===== src/bioprt_params.svh =====
/*
  Constants of the bidirectional port block: widths, port selects, reset values,
  phase counts of the instruction cycle.
  Assumes inclusion by bare name from the package and design files.
*/
`ifndef BIOPRT_PARAMS_SVH
`define BIOPRT_PARAMS_SVH

// ****************************************
// Port geometry
// ****************************************
`define BIOPRT_WIDTH 8
`define BIOPRT_NPORTS 3
`define BIOPRT_TSL_OP_FIRST 3'h5
`define BIOPRT_TSL_OP_SECOND 3'h6
`define BIOPRT_TSL_OP_THIRD 3'h7

// ****************************************
// Reset values
// ****************************************
`define BIOPRT_TSL_RESET 8'hff
`define BIOPRT_LATCH_RESET 8'h00

// ****************************************
// Instruction cycle timing
// ****************************************
`define BIOPRT_PHASES 4
`define BIOPRT_PHASE_LAST 2'h3
`define BIOPRT_PHASE_HALF 2'h2

`endif


===== src/bioprt_pkg.sv =====
/*
  Types of the bidirectional port block.
  Assumes bioprt_params.svh is on the include path.
*/
`include "bioprt_params.svh"

package bioprt_pkg;

  typedef enum logic [4:0] {
    BIOPRT_OP_NONE = 5'h01,
    BIOPRT_OP_WRITE = 5'h02,
    BIOPRT_OP_BSET = 5'h04,
    BIOPRT_OP_BCLR = 5'h08,
    BIOPRT_OP_TSLOAD = 5'h10
  } bioprt_op_e;

  typedef struct packed {
    bioprt_op_e op;
    logic [1:0] port;
    logic [2:0] bit_idx;
    logic [7:0] wdata;
  } bioprt_req_s;

  typedef struct packed {
    logic [7:0] rd_first;
    logic [7:0] rd_second;
    logic [7:0] rd_third;
  } bioprt_rd_s;

endpackage


===== src/bioprt_cyc.sv =====
/*
  Instruction cycle phase counter and cycle clock output.
  Assumes clk_i is the oscillator input clock, one phase per rising edge.
*/
`timescale 1ns/10ps
`default_nettype none
`include "bioprt_params.svh"

module bioprt_cyc
(
  input wire logic clk_i,
  input wire logic rst_n_i,
  output logic [1:0] phase_o,
  output logic cyc_clk_o
);

  typedef struct packed {
    logic [1:0] phase;
    logic clk;
  } bioprt_cyc_s;

  bioprt_cyc_s st_r;
  bioprt_cyc_s st_nxt;

  // ****************************************
  // Phase count
  // ****************************************
  always_comb
  begin
    st_nxt = st_r;
    st_nxt.phase = st_r.phase + 2'h1;
    // RL8 - quarter rate clock
    st_nxt.clk = (st_nxt.phase < `BIOPRT_PHASE_HALF);
  end

  always_ff @(posedge clk_i)
  begin
    if (!rst_n_i)
    begin
      // Phase zero opens high
      st_r <= '{phase: 2'h0, clk: 1'b1};
    end
    else
    begin
      st_r <= st_nxt;
    end
  end

  assign phase_o = st_r.phase;
  assign cyc_clk_o = st_r.clk;

  // RL8 - clock period four
  cyc_period_a: assert property (@(posedge clk_i) disable iff (!rst_n_i)
    $rose(cyc_clk_o) |-> ##4 $rose(cyc_clk_o)) // RL8
    else $error("cycle clock not quarter rate");

endmodule

`default_nettype wire


===== src/bioprt_top.sv =====
/*
  Three eight-bit bidirectional ports with data latches, tristate latches and
  pin reads, driven by a CPU-side request once per instruction cycle.
  Assumes requests are held stable through the instruction cycle and taken at
  its last phase; pins are resolved outside from out and enable.
*/
`timescale 1ns/10ps
`default_nettype none
`include "bioprt_params.svh"

// Function
// RL1 - Bit set/clear read pins, write all
// RL2 - Input pins latch sensed level on RMW
// RL3 - Input ignores latch; output drives latch
// RL4 - Port read returns pin levels
// RL5 - Latches update at cycle end
// RL6 - Pins sampled at cycle start
// RL7 - Software separates write and read
// RL8 - Quarter rate cycle clock output
// RL9 - Active low master clear resets
// RL10 - Tristate one disables, zero drives
// RL11 - Tristate load 5,6,7 selects port
// RL12 - Reset sets all tristate bits
module bioprt_top
#(
  parameter int WIDTH = `BIOPRT_WIDTH
)
(
  input wire logic clk_i,
  input wire logic master_clear_n_i,
  input wire bioprt_pkg::bioprt_req_s req_i,
  input wire logic [2:0] tsl_operand_i,
  input wire logic [WIDTH-1:0] pin_first_i,
  input wire logic [WIDTH-1:0] pin_second_i,
  input wire logic [WIDTH-1:0] pin_third_i,
  output logic [WIDTH-1:0] pin_first_o,
  output logic [WIDTH-1:0] pin_second_o,
  output logic [WIDTH-1:0] pin_third_o,
  output logic [WIDTH-1:0] pin_first_oe_o,
  output logic [WIDTH-1:0] pin_second_oe_o,
  output logic [WIDTH-1:0] pin_third_oe_o,
  output var bioprt_pkg::bioprt_rd_s rd_o,
  output logic cycle_end_o,
  output logic instr_cycle_clock_out_o
);

  typedef struct packed {
    logic [2:0][WIDTH-1:0] latch;
    logic [2:0][WIDTH-1:0] tsl;
    logic [2:0][WIDTH-1:0] sample;
    logic [2:0][WIDTH-1:0] pout;
    logic [2:0][WIDTH-1:0] poe;
    logic [2:0][WIDTH-1:0] rd;
    logic cend;
    logic cclk;
  } bioprt_st_s;

  bioprt_st_s st_r;
  bioprt_st_s st_nxt;
  logic [1:0] phase;
  logic cyc_clk;
  logic rst_n;
  logic [2:0][WIDTH-1:0] pins;

  // RL9 - active low clear
  assign rst_n = master_clear_n_i;
  assign pins[0] = pin_first_i;
  assign pins[1] = pin_second_i;
  assign pins[2] = pin_third_i;

  // ****************************************
  // Cycle timing
  // ****************************************
  bioprt_cyc u_cyc
  (
    .clk_i(clk_i),
    .rst_n_i(rst_n),
    .phase_o(phase),
    .cyc_clk_o(cyc_clk)
  );

  function automatic logic [1:0] tsl_port(input logic [2:0] opnd);
    case (opnd)
      `BIOPRT_TSL_OP_FIRST: tsl_port = 2'h0;
      `BIOPRT_TSL_OP_SECOND: tsl_port = 2'h1;
      `BIOPRT_TSL_OP_THIRD: tsl_port = 2'h2;
      default: tsl_port = 2'h3;
    endcase
  endfunction

  // ****************************************
  // Next state
  // ****************************************
  always_comb
  begin
    logic [WIDTH-1:0] rmw;
    logic [1:0] p;
    rmw = '0;
    p = req_i.port;
    st_nxt = st_r;
    st_nxt.cend = (phase == `BIOPRT_PHASE_LAST);
    st_nxt.cclk = cyc_clk;
    // RL6 - sample at start
    if (phase == 2'h0)
    begin
      st_nxt.sample = pins;
    end
    // RL5 - write at end
    if (phase == `BIOPRT_PHASE_LAST && p < 2'h3)
    begin
      // RL1 - read pins, modify
      rmw = st_r.sample[p];
      case (req_i.op)
        bioprt_pkg::BIOPRT_OP_WRITE:
        begin
          st_nxt.latch[p] = req_i.wdata;
        end
        bioprt_pkg::BIOPRT_OP_BSET:
        begin
          rmw[req_i.bit_idx] = 1'b1;
          // RL2 - inputs relatch pins
          st_nxt.latch[p] = rmw;
        end
        bioprt_pkg::BIOPRT_OP_BCLR:
        begin
          rmw[req_i.bit_idx] = 1'b0;
          st_nxt.latch[p] = rmw;
        end
        default:
        begin
          st_nxt.latch[p] = st_r.latch[p];
        end
      endcase
    end
    // RL11 - tristate load select
    if (phase == `BIOPRT_PHASE_LAST && req_i.op == bioprt_pkg::BIOPRT_OP_TSLOAD &&
        tsl_port(tsl_operand_i) != 2'h3)
    begin
      st_nxt.tsl[tsl_port(tsl_operand_i)] = req_i.wdata;
    end
    for (int i = 0; i < 3; i++)
    begin
      // RL10 - one disables driver
      st_nxt.poe[i] = ~st_nxt.tsl[i];
      // RL3 - drive latch value
      st_nxt.pout[i] = st_nxt.latch[i];
      // RL4 - reads return pins
      st_nxt.rd[i] = st_nxt.sample[i];
    end
  end

  always_ff @(posedge clk_i)
  begin
    if (!rst_n)
    begin
      st_r <= '0;
      // RL12 - all pins input
      for (int i = 0; i < 3; i++)
      begin
        st_r.tsl[i] <= WIDTH'(`BIOPRT_TSL_RESET);
        st_r.latch[i] <= WIDTH'(`BIOPRT_LATCH_RESET);
      end
    end
    else
    begin
      st_r <= st_nxt;
    end
  end

  assign pin_first_o = st_r.pout[0];
  assign pin_second_o = st_r.pout[1];
  assign pin_third_o = st_r.pout[2];
  assign pin_first_oe_o = st_r.poe[0];
  assign pin_second_oe_o = st_r.poe[1];
  assign pin_third_oe_o = st_r.poe[2];
  assign rd_o = '{st_r.rd[0], st_r.rd[1], st_r.rd[2]};
  assign cycle_end_o = st_r.cend;
  assign instr_cycle_clock_out_o = st_r.cclk;

  // ****************************************
  // Checks
  // ****************************************
  rmw_latch_pins_a: assert property (@(posedge clk_i) disable iff (!rst_n) // RL1
    (phase == 2'h3 && req_i.op == bioprt_pkg::BIOPRT_OP_BSET && req_i.port == 2'h1)
    |=> (st_r.latch[1] == ($past(st_r.sample[1]) | (8'h01 << $past(req_i.bit_idx)))))
    else $error("bit set latch wrong");
  rmw_clr_pins_a: assert property (@(posedge clk_i) disable iff (!rst_n) // RL2
    (phase == 2'h3 && req_i.op == bioprt_pkg::BIOPRT_OP_BCLR && req_i.port == 2'h0)
    |=> (st_r.latch[0] == ($past(st_r.sample[0]) & ~(8'h01 << $past(req_i.bit_idx)))))
    else $error("bit clear latch wrong");
  drive_latch_a: assert property (@(posedge clk_i) disable iff (!rst_n) // RL3
    ##1 (pin_second_o == $past(st_nxt.latch[1])))
    else $error("driven value not latch");
  read_pins_a: assert property (@(posedge clk_i) disable iff (!rst_n) // RL4
    (phase == 2'h0) |=> (rd_o.rd_first == $past(pin_first_i)))
    else $error("read not pin level");
  write_end_a: assert property (@(posedge clk_i) disable iff (!rst_n) // RL5
    (phase != 2'h3) |=> (st_r.latch == $past(st_r.latch)))
    else $error("latch changed mid cycle");
  sample_start_a: assert property (@(posedge clk_i) disable iff (!rst_n) // RL6
    (phase != 2'h0) |=> (st_r.sample == $past(st_r.sample)))
    else $error("sample changed mid cycle");
  cyc_out_a: assert property (@(posedge clk_i) disable iff (!rst_n) // RL8
    $rose(instr_cycle_clock_out_o) |-> ##4 $rose(instr_cycle_clock_out_o))
    else $error("cycle clock out not quarter rate");
  reset_tsl_a: assert property (@(posedge clk_i) // RL12
    !rst_n |=> (pin_first_oe_o == 8'h00 && pin_third_oe_o == 8'h00))
    else $error("reset left driver on");
  tsl_oe_a: assert property (@(posedge clk_i) disable iff (!rst_n) // RL10
    ##1 (pin_third_oe_o == ~$past(st_nxt.tsl[2])))
    else $error("enable not inverse tristate");
  tsl_load_a: assert property (@(posedge clk_i) disable iff (!rst_n) // RL11
    (phase == 2'h3 && req_i.op == bioprt_pkg::BIOPRT_OP_TSLOAD && tsl_operand_i == 3'h6)
    |=> (st_r.tsl[1] == $past(req_i.wdata)))
    else $error("tristate load wrong port");
  rst_clear_a: assert property (@(posedge clk_i) // RL9
    !master_clear_n_i |=> (st_r.tsl[1] == 8'hff))
    else $error("clear did not reset");

  bset_seen_c: cover property (@(posedge clk_i) phase == 2'h3 && req_i.op == bioprt_pkg::BIOPRT_OP_BSET);
  tsl_seen_c: cover property (@(posedge clk_i) phase == 2'h3 && req_i.op == bioprt_pkg::BIOPRT_OP_TSLOAD);
  drive_seen_c: cover property (@(posedge clk_i) pin_second_oe_o != 8'h00);

endmodule

`default_nettype wire

===== config.mk =====
export PLATFORM = sky130hd
export DESIGN_NAME = bioprt_top
export DESIGN_NICKNAME = d
export VERILOG_FILES = /design/src/bioprt_pkg.sv /design/src/bioprt_cyc.sv /design/src/bioprt_top.sv
export VERILOG_INCLUDE_DIRS = /design/src
export SDC_FILE = /design/constraint.sdc
export NUM_CORES = 1
export LEC_CHECK = 0
export BUFFER_PORTS_ARGS = -buffer_cell sky130_fd_sc_hd__clkbuf_2
export CELL_PAD_IN_SITES_DETAIL_PLACEMENT = 0
export CELL_PAD_IN_SITES_GLOBAL_PLACEMENT = 1
export CORE_MARGIN = 5
export CORE_UTILIZATION = 39
export CTS_CLUSTER_DIAMETER = 200
export DETAILED_ROUTE_END_ITERATION = 10
export PLACE_DENSITY = 0.9
export SETUP_SLACK_MARGIN = 0.15
export SLEW_MARGIN = 15
export SYNTH_ARGS = -nofsm -noshare
export SYNTH_HDL_FRONTEND = slang
export SYNTH_SLANG_ARGS = --single-unit

===== constraint.sdc =====
create_clock -name clk_i -period 1.9 [get_ports clk_i]
set_input_delay 0.285 -clock clk_i [delete_from_list [all_inputs] [get_ports clk_i]]
set_output_delay 0.285 -clock clk_i [all_outputs]
set_load 0.1 [all_outputs]

[Word level (Yosys, flattened, before mapping)]
Cells that the tools add are included.
Operators by class
  muxes and demuxes: 20
  shifts and indexed selects: 0
  eq/ne operators: 9
  reduce and logical (&&, ||, !) cells: 7
  $mul: 0
  magnitude comparators: 8
  add/subtract/negate cells: 1
  div/mod/pow operators: 0
  bitwise gates (word level): 6
Operators with widths (count)
  $bwmux 24: 5
  $pmux 24 s3: 1
  $bmux 8 s2: 2
  $demux 8 s2: 2
  $mux 8: 4
  $not 8->8: 4
  $mux 24: 1
  $mux 16: 1
  $eq 3x3->1 const B: 3
  $and 8x8->8: 1
  $or 8x8->8: 1
  $logic_and 1x1->1: 6
  $lt 2x3->1 const B: 2
  $pmux 2 s3: 1
  $eq 5x2->1 const B: 1
  $eq 5x3->1 const B: 1
  $eq 5x4->1 const B: 1
  $eq 5x5->1 const B: 1
  $ge 2x1->1 const B: 2
  $lt 2x2->1 const B: 2
  $lt 3x4->1 const B: 1
  $demux 1 s3: 1
  $ge 3x1->1 const B: 1
  $add 2x1->2 const B: 1
  5 further kinds: 5
Storage, ports and cells
  memory bits (writable): 0
  memories kept: 0
  latch bits: 0
  output and inout bits: 74
  input port bits: 47
  memory bits (read-only): 0
  word-level logic and storage cells: 67
  register bits after elaboration: 101

[Logic depth before layout (Yosys ltp)]
Gate-level depths: netlist (run 1).
  depth in word-level cells: 12
  depth in mapped cells: 8
  mapped depth without buffers: 6

[Hierarchy]
From an unflattened synthesis (run 1), not the netlist that was laid out.
Second synthesis, totals
  cells, all modules: 531
  area, all modules: 4749.6 sq um
Modules (own cells, without submodules)
  bioprt_top: cells an instance 524, times used 1, seq. area each 1961.9 sq um, area each 4662.0 sq um
  bioprt_cyc: cells an instance 7, times used 1, seq. area each 60.1 sq um, area each 87.6 sq um

[Worst setup path before layout (run 1)]
OpenSTA, ideal clock, no wires.
  kind: register to register
  start point: reg u_cyc.st_r, in the netlist u_cyc.phase_o[0]
  end point: reg st_r, in the netlist pin_first_oe_o[0]
  required time: 1.785 ns
  stages on the path, launching flop included: 8
  setup time: 0.115 ns
  slack: 0.205 ns
  period minus slack after synthesis: 1.695 ns
  buffers on the path: 1
  arrival time: 1.580 ns
  path through: dfxtp_1 ha_1 nor4b_1 and4b_1 nand3b_1 buf_2 mux2i_1 and2_1
RTL lines
  from (decl): RTL line bioprt_cyc.sv:22  | bioprt_cyc_s st_r;
  from (signal assigned): RTL line bioprt_cyc.sv:41  | st_r <= '{phase: 2'h0, clk: 1'b1};
  from (signal assigned): RTL line bioprt_cyc.sv:45  | st_r <= st_nxt;
  to (signal assigned): RTL line bioprt_top.sv:166  | st_r <= st_nxt;
  to (decl): RTL line bioprt_top.sv:58  | bioprt_st_s st_r;

==> results of run 1 <==
[cell type report]
cell class              count  area [sq um]  area share [%]
flip-flops and latches    101          2030            38.3
multi-input cells         286          1950            36.9
repair buffers            142           807            15.2
clock buffers              10           239            4.52
well taps                 143           179            3.38
clock inverters             6          57.6            1.09
inverters                   8          30.0           0.567
[path summary, 6_finish.rpt]
kind                                       start                       to  depth (start not counted)
worst min register to register   u_cyc.cyc_clk_o  instr_cycle_clock_out_o                          1
worst max-delay path            u_cyc.phase_o[0]        pin_first_oe_o[4]                          7
worst min-delay path             pin_second_i[4]                 rd_o[12]                          3
worst max register to register  u_cyc.phase_o[0]        pin_first_oe_o[4]                          7
[timing repair]
item | CTS | global route
endpoints found under the setup margin | 40 | 51
setup buffers | 0 | 0
endpoints found under the hold margin | 0 | 0
gates resized for setup | 6 | 8
pin swaps | 1 | 1
gates cloned | 0 | 0
[routing by layer]
| metal | vias to the layer above | global-route usage [%] |
|---|---|---|
| met1 | 1649 | 21.5 |
| met5 | - | 0 |
| met3 | 17 | 4.25 |
| li1 | 1737 | - |
| met2 | 106 | 26.4 |
| met4 | 0 | 5.94 |
[report_power, final]
group          leakage, uW  internal, uW  switching [uW]
logic              0.00148           197             583
clock network     0.000148           959             850
registers         0.000821          2170            46.2
total              0.00245          3330            1480
[stage by stage]
step | instance area, sq um | setup slack [ns] | cells | util, %
finish | 5290 | 0.221 | 696 | 46.0
global route | 5290 | 0.139 | 696 | 46.0
CTS | 5260 | 0.179 | 696 | 45.6
detailed placement | 4940 | -0.0832 | 680 | 42.9
global placement | 4940 | -0.0485 | 680 | 42.9
floorplan | 4610 | 0.205 | 492 | -
[worst max-delay path, stage by stage, from the launching register on]
cell and delay [ns]:
dfxtp_4 0.37, ha_4 0.14, nor4b_4 0.17, and4b_2 0.30, nand3b_1 0.08, buf_4 0.19, mux2i_2 0.16, and2_1 0.16
[cell usage in the layout (no fill, tap or decap), drive strengths merged, types with 3 or more instances in the layout]
cell / instances
nand3b: 4
nor2: 46
a31oi: 3
buf: 22
mux2: 5
nand3: 6
and2: 30
inv: 12
nand2: 38
a21oi: 14
clkbuf: 130
o211ai: 3
mux2i: 51
o21ai: 25
a32oi: 3
a211oi: 11
a221o: 4
a22oi: 6
dfxtp: 101
[logic make-up after synthesis]
| family | synth area share, % |
|---|---|
| flip-flops | 43.8 |
| XOR/XNOR | 0.353 |
| buffers and inverters | 14.9 |
| multiplexers | 12.3 |
| AND/OR/NAND/NOR | 16.1 |
| AO/OA/AOI/OAI | 12.0 |
| adder cells (fa/ha/maj) | 0.542 |
==> impl_metrics.csv, run 1 <==
group,metric,value,unit
sta,period_share,88.4,%
drt,avgViaCountPerCell,5.04,
drt,wl,11600,microns
setup_path,arrival,1.92,ns
finish,syn2layout_area_growth,14.7,%
drt,top_layer,"met4",
sta,skew,0.00883,ns
sta,relSlewSlack,62.3,%
synthesis,synth.area.top_cells,"dfxtp_1, buf_4, mux2i_1, and2_1, nor2_1",
setup_path,cp.required,2.14,ns
sta,fin_hold_ws,0.173,ns
finish,diodes,0,
drt,routed-wl-met2,5450,microns
die,die_area,14100,sq um
synthesis,synth_cell_types,53,
synthesis,synth_ff_type,"dfxtp_1",
sta,final_hold_viol_count,0,
placement,hpwlAfterDp,8890,microns
synthesis,synthesis.nets,541,
global_routing,grt_overflow,0,
synthesis,synth_edf_count,0,
drt,wl_met1,5260,microns
clocking,path_clk_slew,0.07,ns
clocking,htree_num_levels,3,
setup_path,timing.reg2reg.setup_slack,0.22,ns
synthesis,synth-async-reset-ratio,0,%
finish,drive_above_1_share,32.5,%
clocking,clk-insertion-delay-late,0.35,ns
drt,drt-initial-drc-count,327,
synthesis,synth_area,4610,sq um
synthesis,ys_ff_latch,101,
synthesis,synthTopCellsByCount,"dfxtp_1, buf_4, mux2i_1",
synthesis,synth_top_area_share,43.8,%
power_and_ir_drop,ir_drop,0.000446,V
synthesis,syn_area_per_cell,9.38,sq um
setup_path,crit_path_start_kind,"register",
synthesis,synth_most_common_cell,"dfxtp_1",
sta,rsz0062_at_grt,"no",
die,core,11500,sq um
setup_path,end_kind,"register",
setup_path,path_class,"register to register",
sta,setup_viol,0,
finish,nFillCells,1120,
global_routing,grt_max_degree,35,
status,outcome,"complete, no violations",
die,pin_count,121,
placement,globalplace.congestion,0.859,
die,num_rows,39,
drt,dr.pass1.iters,5,
sta,worst_pin_slew,0.569,ns
clocking,cts_tree,"yes",
sta,drv_slew,0,
clocking,clock_sinks,101,
clocking,hold_buffers,0,
global_routing,antenna_found_initial,0,
synthesis,synth_top_area_cell,"dfxtp_1",
setup_path,worstPathMaxFanout,8,
run,drv_cap,0,
finish,fin_nets,597,
sta,fmax,0.596,GHz
global_routing,first_global_vias,3441,
die,die_y,119,microns
placement,numPortBuffers,120,
sta,fin_tns_setup,0,ns
drt,via_count,3509,
die,initial_core_util,40.1,%
synthesis,yosysWarnings,0,
power_and_ir_drop,p_leak,0.00245,uW
synthesis,syn_inst,492,
global_routing,grt_usage,16.5,%
synthesis,synth-seq-area-share,43.8,%
clocking,cts-root-buf,"clkbuf_16",
die,die_w,119,microns
clocking,clock_path_buffers,2,
power_and_ir_drop,p_per_area,908,nW/um^2
drt,met3_length,673,microns
hold_path,hp-class,"input pin to register",
sta,layout_min_cycle_time,1.68,ns
clocking,cts_inserted_buffers,9,
drt,drc,0,
global_routing,grt_first_pass_wirelength,18500,microns
drt,ant_nets,0,
power_and_ir_drop,fin_total_pwr,4810,uW
drt,wl_per_cell,16.7,microns
Note: power is estimated with default switching activity, not from simulation.
==> run 2, diff against run 1 <==
- PLACE_DENSITY: 0.9 -> unset
- PLACE_DENSITY_LB_ADDON: unset -> 0.1
==> run 2 against run 1 <==
  * Worst setup slack lost 0.031 ns
  * Non-clock buffer count grew 3
  * Via count is 1.1% lower
  * Register-to-register slack got worse by 0.03 ns
  * Die area unchanged
  * Final area is 1.8% higher
  * Clock skew increased by 0.00095 ns
  * Clock-buffer cell count decreased by 1
  * Clock power is 14% higher
  * Hold slack improved by 0.00082 ns
  * Critical endpoint is now pin_second_oe_o[3]
  * Largest power group unchanged
==> impl_metrics.csv, run 2 (synthesized netlist as in run 1, its figures left out) <==
group,metric,value,unit
sta,fmax,0.585,GHz
power_and_ir_drop,switching_share,29.7,%
clocking,clock_path_buffers,2,
die,initial_core_util,40.1,%
setup_path,arrival,1.96,ns
hold_path,hp-class,"input pin to register",
die,die_area,14100,sq um
finish,layout.cells.non_filler,699,
setup_path,end_kind,"register",
finish,drive_above_1_share,33.5,%
sta,period_share,90.0,%
sta,layout_min_cycle_time,1.71,ns
setup_path,crit_path_start_kind,"register",
drt,drt-initial-drc-count,275,
die,core,11500,sq um
clocking,htree_num_levels,3,
power_and_ir_drop,p_leak,0.00248,uW
finish,nFillCells,1164,
hold_path,min_from,"pin_second_i[0]",
sta,fin_tns_setup,0,ns
die,num_rows,39,
sta,rsz0062_at_grt,"yes",
global_routing,grt_usage,16.8,%
sta,skew,0.00978,ns
sta,drv_slew,0,
finish,diodes,0,
placement,hpwlAfterDp,8760,microns
status,outcome,"complete, no violations",
sta,final_hold_viol_count,0,
drt,drc,0,
power_and_ir_drop,power_frac_comb,15.7,%
global_routing,grt_overflow,0,
drt,dr.pass1.iters,4,
setup_path,worstPathMaxFanout,8,
power_and_ir_drop,clock_power_share,40.7,%
finish,syn2layout_area_growth,16.8,%
placement,numPortBuffers,120,
global_routing,antenna_found_initial,0,
setup_path,path_class,"register to register",
power_and_ir_drop,switching_power,1510,uW
die,pin_count,121,
power_and_ir_drop,p_per_area,943,nW/um^2
power_and_ir_drop,intPower,3570,uW
setup_path,r2r_start,"u_cyc.phase_o[0]",
finish,multi_input_area,1970,sq um
placement,dp.cells,682,
setup_path,cp.required,2.15,ns
setup_path,timing.reg2reg.setup_slack,0.19,ns
sta,worst_pin_slew,0.556,ns
hold_path,hold_depth,3,
sta,relSlewSlack,63.1,%
sta,setup_viol,0,
run,drv_cap,0,
hold_path,worstHoldEndpoint,"rd_o[8]",
drt,wl_per_cell,16.7,microns
finish,fin_nets,600,
clocking,clk-insertion-delay-late,0.35,ns
setup_path,reg2reg_to,"pin_second_oe_o[3]",
drt,ant_nets,0,
clocking,path_clk_slew,0.08,ns
finish,seqCellArea,2020,sq um
setup_path,worst-r2r-cell-count,7,
global_routing,first_global_vias,3552,
drt,avgViaCountPerCell,4.97,
global_routing,grt_max_degree,56,
clocking,cts-root-buf,"clkbuf_16",
placement,globalplace.congestion,0.827,
finish,mostFrequentLayoutCells,"clkbuf_2, dfxtp_1, mux2i_1, nor2_1, nand2_1",
finish,layout_commonest_cell,"clkbuf_2",
global_routing,grt_first_pass_wirelength,18700,microns
power_and_ir_drop,sequentialPowerShare,43.6,%
clocking,cts_tree,"yes",
clocking,cts_inserted_buffers,9,
clocking,clock_sinks,101,
die,die_w,119,microns
die,die_y,119,microns
power_and_ir_drop,ir_drop,0.000415,V
drt,wl,11700,microns
drt,via_count,3472,
clocking,hold_buffers,0,
run 2: changes by cell type in the layout (fill, tap and decap cells not counted), moves of 2 or more:
cell	change
bufinv_16	+2
buf_6	+2
mux2i_1	-2
inv_6	-2
run 2: power by group through the flow:
stage | Sequential [uW] | Clock, uW | Combinational [uW]
after floorplan | 2270 | 0 | 625
after global placement | 2260 | 0 | 787
after detailed placement | 2260 | 0 | 789
after CTS | 2210 | 2130 | 794
after global routing | 2220 | 2190 | 843
final | 2220 | 2070 | 795
run 2: worst max-delay path: stages (launching register included):
cell	delay, ns
dfxtp_2	0.36
ha_4	0.16
nor4b_4	0.18
and4b_2	0.30
nand3b_1	0.10
buf_6	0.17
mux2i_4	0.19
and2_1	0.16
run 2: worst max-delay path by stage:
stage | start | endpoint | slack, ns | cells past startpoint
floorplan | u_cyc.phase_o[0] | pin_first_oe_o[0] | 0.20 | 7
global placement | req_i[17] | register | -0.04 | 6
detailed placement | req_i[17] | register | -0.05 | 6
CTS | u_cyc.phase_o[0] | register | 0.16 | 7
global route | u_cyc.phase_o[0] | register | 0.11 | 7
finish | u_cyc.phase_o[0] | pin_second_oe_o[3] | 0.19 | 7
run 2: repair_timing:
action / CTS / global route
gates cloned: 0 / 0
gates resized for setup: 8 / 11
endpoints found under the setup margin: 51 / 49
pin swaps: 2 / 6
setup buffers: 0 / 1
run 2: per-stage QoR:
stage          total power [uW]  worst slack (ns)  area, sq um  util, %  hold WS [ns]
6_report                   5080             0.190         5390     46.8         0.174
5_1_grt                    5260             0.112         5390     46.8         0.189
4_1_cts                    5140             0.158         5320     46.2         0.164
3_5_place_dp               3050           -0.0475         4950     43.0         0.434
3_3_place_gp               3050           -0.0446         4950     43.0         0.432
2_1_floorplan              2890             0.205         4610        -         0.412
run 2: area by class of cell:
cell class | count | share of cell area [%]
timing repair buffer | 145 | 15.5
inverter | 8 | 0.557
tap | 143 | 3.32
sequential | 101 | 37.6
clock inverter | 7 | 2.16
multi-input combinational | 286 | 36.7
clock buffer | 9 | 4.18
run 2: per-layer routing:
metal	track usage [%]	share of wire, %	up-vias
li1	-	-	1749
met1	22.9	47	1600
met2	25.8	44	111
met3	4.01	7.2	12
met4	6.73	1.7	0
met5	0	0	-
